[src/logic/buck_one_defines.vh]
// Purpose: offsets, fields, reset values and timing counts for buck one
// Assumes: 8-bit register port, 50 MHz core clock
// Notes: reset values apply until the fuse load pulse
`ifndef BUCK_ONE_DEFINES_VH
`define BUCK_ONE_DEFINES_VH
`define ADDR_RUN_VOLTAGE 8'h32
`define ADDR_STANDBY_VOLTAGE 8'h33
`define ADDR_SLEEP_VOLTAGE 8'h34
`define ADDR_CONTROL 8'h35
`define VOLT_MSB 5
`define VOLT_MASK 8'h3F
`define CTRL_MASK 8'h7F
`define BIT_RUN_EN 0
`define BIT_STANDBY_EN 1
`define BIT_SLEEP_EN 2
`define BIT_LOW_POWER 3
`define BIT_SCALE_RATE 4
`define BIT_FORCED_PWM_FALL 5
`define BIT_FORCED_PWM 6
`define RST_VOLT 6'h00
`define RST_CTRL 7'h00
`define STATE_RUN 2'd0
`define STATE_STANDBY 2'd1
`define STATE_SLEEP 2'd2
`define STEP_FAST_NS 2000
`define STEP_SLOW_NS 4000
`define CLK_PERIOD_NS 20
`define STEP_FAST_CYC (`STEP_FAST_NS / `CLK_PERIOD_NS)
`define STEP_SLOW_CYC (`STEP_SLOW_NS / `CLK_PERIOD_NS)
`endif

[src/logic/buck_one_ramp.v]
// Purpose: steps the active voltage code toward its target
// Assumes: one code step per interval
// Notes: interval counts set by the caller
`timescale 1ns/1ns
`include "buck_one_defines.vh"
module buck_one_ramp #(
  parameter CW = 8
) (
  input wire core_clk_i,
  input wire rstn_i,
  input wire [5:0] target_i,
  input wire [CW-1:0] interval_i,
  input wire immediate_i,
  output reg [5:0] code_o,
  output reg falling_o
);
  reg [CW-1:0] cnt_reg;

  always @(posedge core_clk_i or negedge rstn_i) begin
    if (!rstn_i) begin
      cnt_reg <= {CW{1'b0}};
      code_o <= `RST_VOLT;
      falling_o <= 1'b0;
    end else if (immediate_i) begin
      cnt_reg <= {CW{1'b0}};
      code_o <= target_i;
      falling_o <= 1'b0;
    end else if (code_o == target_i) begin
      cnt_reg <= {CW{1'b0}};
      falling_o <= 1'b0;
    end else if (cnt_reg >= interval_i - 1'b1) begin
      cnt_reg <= {CW{1'b0}};
      falling_o <= (code_o > target_i);
      if (code_o > target_i) begin
        code_o <= code_o - 6'd1;
      end else begin
        code_o <= code_o + 6'd1;
      end
    end else begin
      cnt_reg <= cnt_reg + 1'b1;
      falling_o <= (code_o > target_i);
    end
  end
endmodule

[src/logic/buck_one_mode_control_regs.v]
// Purpose: buck one run, standby, sleep voltage and control registers
// Assumes: synchronous register port and fuse load pulse
// Notes: all outputs registered
//
// Overview of operation
// - standby voltage code held, used in standby
// - sleep voltage code held, used in sleep
// - standby, sleep codes start at run code
// - fuse preloads voltage fields, host rewrites
// - bit 0 run enable, fuse loaded
// - bit 1 standby enable, starts as run
// - bit 2 sleep enable
// - zero enable turns buck off in mode
// - bit 3 low power in standby, sleep
// - bit 4 step every 2 or 4 us
// - rate bit ignored when fuse select set
// - bit 5 forced pwm while falling
// - bit 6 forced pwm always
// - voltage bits 7, 6 unused
// - run voltage code at 0x32
`timescale 1ns/1ns
`include "buck_one_defines.vh"
module buck_one_mode_control_regs #(
  parameter STEP_FAST = `STEP_FAST_CYC,
  parameter STEP_SLOW = `STEP_SLOW_CYC
) (
  input wire core_clk_i,
  input wire rstn_i,
  input wire [7:0] addr_i,
  input wire [7:0] wdata_i,
  input wire wr_i,
  input wire rd_i,
  input wire fuse_load_i,
  input wire [5:0] fuse_run_voltage_i,
  input wire fuse_run_enable_i,
  input wire fuse_scaling_rate_i,
  input wire fuse_buck_one_scaling_select_i,
  input wire [1:0] power_state_i,
  output reg [7:0] rdata_o,
  output reg rvalid_o,
  output reg buck_enable_o,
  output reg [5:0] buck_voltage_o,
  output reg buck_low_power_o,
  output reg buck_forced_pwm_o
);
  reg [5:0] buck_one_run_voltage_reg;
  reg [5:0] buck_one_standby_voltage_reg;
  reg [5:0] buck_one_sleep_voltage_reg;
  reg [6:0] buck_one_control_reg;
  reg [5:0] target_next;
  reg enable_next;
  reg [7:0] rdata_next;
  wire [5:0] ramp_code;
  wire ramp_falling;
  wire [7:0] step_interval;
  wire low_power_state;
  wire run_wr;
  wire standby_wr;
  wire sleep_wr;
  wire ctrl_wr;
  wire [5:0] ramp_target;
  reg rvalid_next;
  reg low_power_next;
  reg forced_pwm_next;

  function [7:0] read_mux;
    input [7:0] a;
    input [5:0] run_v;
    input [5:0] stby_v;
    input [5:0] slp_v;
    input [6:0] ctrl;
    begin
      case (a)
        `ADDR_RUN_VOLTAGE: read_mux = {2'b00, run_v};
        `ADDR_STANDBY_VOLTAGE: read_mux = {2'b00, stby_v};
        `ADDR_SLEEP_VOLTAGE: read_mux = {2'b00, slp_v};
        `ADDR_CONTROL: read_mux = {1'b0, ctrl};
        default: read_mux = 8'h00;
      endcase
    end
  endfunction

  function reg_write;
    input [7:0] a;
    input [7:0] sel;
    input w;
    input f;
    begin
      reg_write = w && !f && (a == sel);
    end
  endfunction

  function in_low_power_state;
    input [1:0] s;
    begin
      in_low_power_state = (s == `STATE_STANDBY) || (s == `STATE_SLEEP);
    end
  endfunction

  ////////////////////////////////////////////////////////////////////
  // write decode, fuse load wins
  // unmapped writes ignored
  assign run_wr = reg_write(addr_i, `ADDR_RUN_VOLTAGE, wr_i, fuse_load_i);
  assign standby_wr = reg_write(addr_i, `ADDR_STANDBY_VOLTAGE, wr_i, fuse_load_i);
  assign sleep_wr = reg_write(addr_i, `ADDR_SLEEP_VOLTAGE, wr_i, fuse_load_i);
  assign ctrl_wr = reg_write(addr_i, `ADDR_CONTROL, wr_i, fuse_load_i);

  ////////////////////////////////////////////////////////////////////
  // run voltage register
  always @(posedge core_clk_i or negedge rstn_i) begin
    if (!rstn_i) begin
      buck_one_run_voltage_reg <= `RST_VOLT;
    end else if (fuse_load_i) begin
      buck_one_run_voltage_reg <= fuse_run_voltage_i;
    end else if (run_wr) begin
      buck_one_run_voltage_reg <= wdata_i[`VOLT_MSB:0];
    end
  end

  ////////////////////////////////////////////////////////////////////
  // standby voltage register
  always @(posedge core_clk_i or negedge rstn_i) begin
    if (!rstn_i) begin
      buck_one_standby_voltage_reg <= `RST_VOLT;
    end else if (fuse_load_i) begin
      buck_one_standby_voltage_reg <= fuse_run_voltage_i;
    end else if (standby_wr) begin
      buck_one_standby_voltage_reg <= wdata_i[`VOLT_MSB:0];
    end
  end

  ////////////////////////////////////////////////////////////////////
  // sleep voltage register
  always @(posedge core_clk_i or negedge rstn_i) begin
    if (!rstn_i) begin
      buck_one_sleep_voltage_reg <= `RST_VOLT;
    end else if (fuse_load_i) begin
      buck_one_sleep_voltage_reg <= fuse_run_voltage_i;
    end else if (sleep_wr) begin
      buck_one_sleep_voltage_reg <= wdata_i[`VOLT_MSB:0];
    end
  end

  ////////////////////////////////////////////////////////////////////
  // control register
  always @(posedge core_clk_i or negedge rstn_i) begin
    if (!rstn_i) begin
      buck_one_control_reg <= `RST_CTRL;
    end else if (fuse_load_i) begin
      buck_one_control_reg[`BIT_RUN_EN] <= fuse_run_enable_i;
      buck_one_control_reg[`BIT_STANDBY_EN] <= fuse_run_enable_i;
      buck_one_control_reg[`BIT_SCALE_RATE] <= fuse_scaling_rate_i;
    end else if (ctrl_wr) begin
      buck_one_control_reg <= wdata_i[6:0];
    end
  end

  ////////////////////////////////////////////////////////////////////
  // read data select
  always @* begin
    rdata_next = read_mux(addr_i, buck_one_run_voltage_reg, buck_one_standby_voltage_reg,
      buck_one_sleep_voltage_reg, buck_one_control_reg);
  end

  ////////////////////////////////////////////////////////////////////
  // voltage code select
  always @* begin
    target_next = buck_one_run_voltage_reg;
    case (power_state_i)
      `STATE_STANDBY: begin
        target_next = buck_one_standby_voltage_reg;
      end
      `STATE_SLEEP: begin
        target_next = buck_one_sleep_voltage_reg;
      end
      default: begin
        target_next = buck_one_run_voltage_reg;
      end
    endcase
  end

  ////////////////////////////////////////////////////////////////////
  // enable select
  always @* begin
    enable_next = buck_one_control_reg[`BIT_RUN_EN];
    case (power_state_i)
      `STATE_STANDBY: begin
        enable_next = buck_one_control_reg[`BIT_STANDBY_EN];
      end
      `STATE_SLEEP: begin
        enable_next = buck_one_control_reg[`BIT_SLEEP_EN];
      end
      default: begin
        enable_next = buck_one_control_reg[`BIT_RUN_EN];
      end
    endcase
  end

  assign low_power_state = in_low_power_state(power_state_i);
  assign ramp_target = fuse_load_i ? fuse_run_voltage_i : target_next;
  assign step_interval = (buck_one_control_reg[`BIT_SCALE_RATE] &&
    !fuse_buck_one_scaling_select_i) ? STEP_SLOW[7:0] : STEP_FAST[7:0];

  buck_one_ramp #(
    .CW(8)
  ) u_ramp (
    .core_clk_i(core_clk_i),
    .rstn_i(rstn_i),
    .target_i(ramp_target),
    .interval_i(step_interval),
    .immediate_i(fuse_load_i || !enable_next),
    .code_o(ramp_code),
    .falling_o(ramp_falling)
  );

  ////////////////////////////////////////////////////////////////////
  // output next values
  always @* begin
    rvalid_next = rd_i;
    low_power_next = buck_one_control_reg[`BIT_LOW_POWER] && low_power_state;
    forced_pwm_next = buck_one_control_reg[`BIT_FORCED_PWM] ||
      (buck_one_control_reg[`BIT_FORCED_PWM_FALL] && ramp_falling);
  end

  ////////////////////////////////////////////////////////////////////
  // read port
  always @(posedge core_clk_i or negedge rstn_i) begin
    if (!rstn_i) begin
      rdata_o <= 8'h00;
      rvalid_o <= 1'b0;
    end else begin
      rvalid_o <= rvalid_next;
      if (rd_i) begin
        rdata_o <= rdata_next;
      end
    end
  end

  ////////////////////////////////////////////////////////////////////
  // regulator enable
  always @(posedge core_clk_i or negedge rstn_i) begin
    if (!rstn_i) begin
      buck_enable_o <= 1'b0;
    end else begin
      buck_enable_o <= enable_next;
    end
  end

  ////////////////////////////////////////////////////////////////////
  // regulator voltage code
  always @(posedge core_clk_i or negedge rstn_i) begin
    if (!rstn_i) begin
      buck_voltage_o <= `RST_VOLT;
    end else begin
      buck_voltage_o <= ramp_code;
    end
  end

  ////////////////////////////////////////////////////////////////////
  // low power output
  always @(posedge core_clk_i or negedge rstn_i) begin
    if (!rstn_i) begin
      buck_low_power_o <= 1'b0;
    end else begin
      buck_low_power_o <= low_power_next;
    end
  end

  ////////////////////////////////////////////////////////////////////
  // forced pwm output
  always @(posedge core_clk_i or negedge rstn_i) begin
    if (!rstn_i) begin
      buck_forced_pwm_o <= 1'b0;
    end else begin
      buck_forced_pwm_o <= forced_pwm_next;
    end
  end
endmodule

[config.mk]
export PLATFORM = sky130hd
export DESIGN_NAME = buck_one_mode_control_regs
export DESIGN_NICKNAME = d
export VERILOG_FILES = /design/src/logic/buck_one_ramp.v /design/src/logic/buck_one_mode_control_regs.v
export VERILOG_INCLUDE_DIRS = /design/src /design/src/logic
export SDC_FILE = /design/constraint.sdc
export NUM_CORES = 1
export LEC_CHECK = 0
export BUFFER_PORTS_ARGS = -buffer_cell sky130_fd_sc_hd__buf_2
export CORE_MARGIN = 2
export CORE_UTILIZATION = 61
export CTS_CLUSTER_DIAMETER = 50
export DETAILED_ROUTE_END_ITERATION = 10
export PLACE_DENSITY = 0.91
export SLEW_MARGIN = 20
export SYNTH_ARGS = -nofsm -noshare
export SYNTH_HDL_FRONTEND = slang
export SYNTH_SLANG_ARGS = --single-unit
[constraint.sdc]
create_clock -name core_clk_i -period 5.75 [get_ports core_clk_i]
set_input_delay 0.575 -clock core_clk_i [delete_from_list [all_inputs] [get_ports core_clk_i]]
set_output_delay 0.575 -clock core_clk_i [all_outputs]
set_load 0.02 [all_outputs]
==> reports/qor.csv <==
metric,value,unit
drt_iter0_drc,217,
multiInputGateArea,1515,um2
gp_congestion,0.8642,
postCtsSetupBuffers,0,
cp-end-kind,flip-flop,
rsz0062_at_grt,no,
r2r_slack,1680,ps
std_cell_rows,25,
clock-sinks,57,
fillers,338,
largest_register_ffs,8,
wl_per_cell,17.27,um
drt_first_pass_iters,4,
synth_top_area_cell,dfrtp_1,
clock_path_buffers,2,
start_util,63.69,%
yosys.cell_count.top_type,dfrtp_1,
clock-skew-final,8.326,ps
required,6020,ps
use_met2,42.77,%
r2r_cells,15,
netlist_area,3048,um2
core,4786,um2
r2r-start,buck_one_sleep_voltage_reg[4]$_DFFE_PN0P_,
cell_internal_pwr,0.0008604,W
grt_util_met1,36.32,%
ant_nets,0,
worstSetupPathType,in2reg,
dp_hpwl,4.803,mm
synth_top_area_share,46.80,%
wl,6.855,mm
cp_slowest_stage_delay,540,ps
synthCells,273,
path_cells,buf_2 > inv_1 > ha_1 > nor2b_1 > nor3_1 > a21oi_1 > ha_1 > a21oi_1 > a21boi_0 > o31ai_4 > inv_1 > ha_1 > o21ai_0 > o21bai_1 > a21oi_2 > xnor2_1 > a311o_1 > a2bb2oi_2,
drcViolationCount,0,
nets,374,
cp_common_cell,ha_1,
cp_top_family,compound AO/OA/AOI/OAI gates,
clkPwrFrac,37.5,%
status,completed,
min_period,4488,ps
yosysUniqueCellTypes,52,
cap_violations,0,
power_frac_seq,38.8,%
clock.fmax,222.8,MHz
swShare,28.64,%
synth-compound-area-share,16.63,%
cts.reportedPaths.clkPinSlew,70,ps
fp.dieArea,5578,um2
worst_pin_slew,764.6,ps
ys.flop_type,dfrtp_1,
peakVddDrop,0.1964,mV
slew_headroom,49.03,%
finalSetupViolCount,0,
worstPathArrival,4760,ps
synth_area_leaders,"dfrtp_1, mux2_2, ha_1, a221oi_1, a21oi_1",
crit_fanout,15,
finalCritPeriodShare,78.06,%
finalPower,0.001206,W
combPwrFrac,23.6,%
htree_levels,3,
start_kind,primary input,
syn-num-nets,322,
grt_overflow,0,
final-seq-area,1426,um2
critical_path.slowest_cell,ha_1,
grt_max_degree,58,
vias,2403,
timing.hold.ws,354.5,ps
cts_hold_buf,0,
powerDensity,336.2,nW/um2
vias_per_cell,6.053,
io_pins,50,
synthMuxAreaShare,12.60,%
antenna_found_initial,0,
diodes,0,
postCtsResizedCells,0,
port_buffers,47,
synth_top_family_by_area,compound AO/OA/AOI/OAI gates,
synth_top_cells_by_count,"dfrtp_1, mux2_2, inv_1",
finalSetupTns,0,ps
area_delta_synth_final,17.65,%
drive_gt1_share,30.91,%
synth_fa_ha_area_share,7.225,%
synthXorXnorAreaFrac,3.161,%
cts_root_buf,clkbuf_8,
met3_usage,6.158,%
grt_pass1_vias,2297,
ys_seq_area_share,46.80,%
switching_power,0.0003453,W
cts_tree,done,
die_h,74.69,um
hold_viol,0,
syn_area_per_cell,11.16,um2
path_buf_inv,3,
cts_buffers,9,
slew_violations,0,
synth_edf_count,0,
busiest_layer,met2,
hp-class,in2async,
clk_latency,340,ps
track_usage,27.27,%
r2r-end,u_ramp.code_o[5]$_DFFE_PN0P_,
grt_pass1_wl,11.10,mm
yosysWarnings,0,
async_flop_share,100.0,%
synthSimpleGateAreaFrac,9.975,%
p_leak,1.719,nW
die_w,74.69,um
ys_ff_latch,57,
-- stage by stage --
stage / setup WS, ps / cells / instance area, um2 / utilization, %
6_report: 1262 / 397 / 3586 / 74.93
5_1_grt: 921.6 / 397 / 3586 / 74.93
4_1_cts: 1310 / 397 / 3586 / 74.93
3_5_place_dp: 1111 / 381 / 3343 / 69.86
3_3_place_gp: 1289 / 381 / 3343 / 69.86
2_1_floorplan: 1750 / 273 / 3048 / -
-- per-layer routing --
metal	wire length, um	up-vias
met3	445	20
met4	181	0
met5	0	-
li1	-	1113
met1	2865	1164
met2	3362	106
-- worst max path at each step --
stage | cells past startpoint | to | from
after global placement | 18 | u_ramp.code_o[5]$_DFFE_PN0P_ | power_state_i[0]
after global routing | 18 | u_ramp.code_o[5]$_DFFE_PN0P_ | power_state_i[0]
after floorplan | 18 | u_ramp.code_o[5]$_DFFE_PN0P_ | power_state_i[0]
final | 18 | u_ramp.code_o[5]$_DFFE_PN0P_ | power_state_i[0]
after CTS | 18 | u_ramp.code_o[5]$_DFFE_PN0P_ | power_state_i[0]
after detailed placement | 18 | u_ramp.code_o[5]$_DFFE_PN0P_ | power_state_i[0]
-- cell usage in the layout (no fill, tap or decap), drive strengths merged, types with 2 or more instances in the layout --
cell type and instances:
xor2 6, a21o 3, a21oi 17, xnor2 5, buf 48, nor2 15
a22oi 4, dfrtp 57, o21ai 9, nand2 6, clkbuf 10, clkinv 3
o22ai 4, nor2b 9, nor3 6, a221oi 13, inv 20, mux2i 8
mux2 27, nor4 2, o32ai 2, a211oi 2, bufinv 3, a22o 4
and2 5, ha 16, and3 2, nand3 8
-- final cells by class --
class	instances	area share, %
multi-input cells	189	42.25
flip-flops and latches	57	39.78
repair buffers	48	6.769
clock buffers	10	3.838
clock inverters	6	2.931
well taps	67	2.338
inverters	20	2.094
-- power by group through the flow --
stage          Sequential [W]  Clock [W]  Combinational [W]
2_1_floorplan        0.000477          0           0.000194
3_3_place_gp         0.000471          0           0.000259
3_5_place_dp         0.000473          0           0.000275
4_1_cts              0.000467   0.000457           0.000283
5_1_grt              0.000472   0.000477           0.000316
6_report             0.000468   0.000453           0.000285
-- logic make-up after synthesis --
logic type,count (synthesis)
adder cells (fa/ha/maj),17
AO/OA/AOI/OAI,68
AND/OR/NAND/NOR,57
flip-flops,57
other,1
buffers and inverters,27
multiplexers,35
XOR/XNOR,11
No activity file was read; power rests on OpenSTA's default activity.
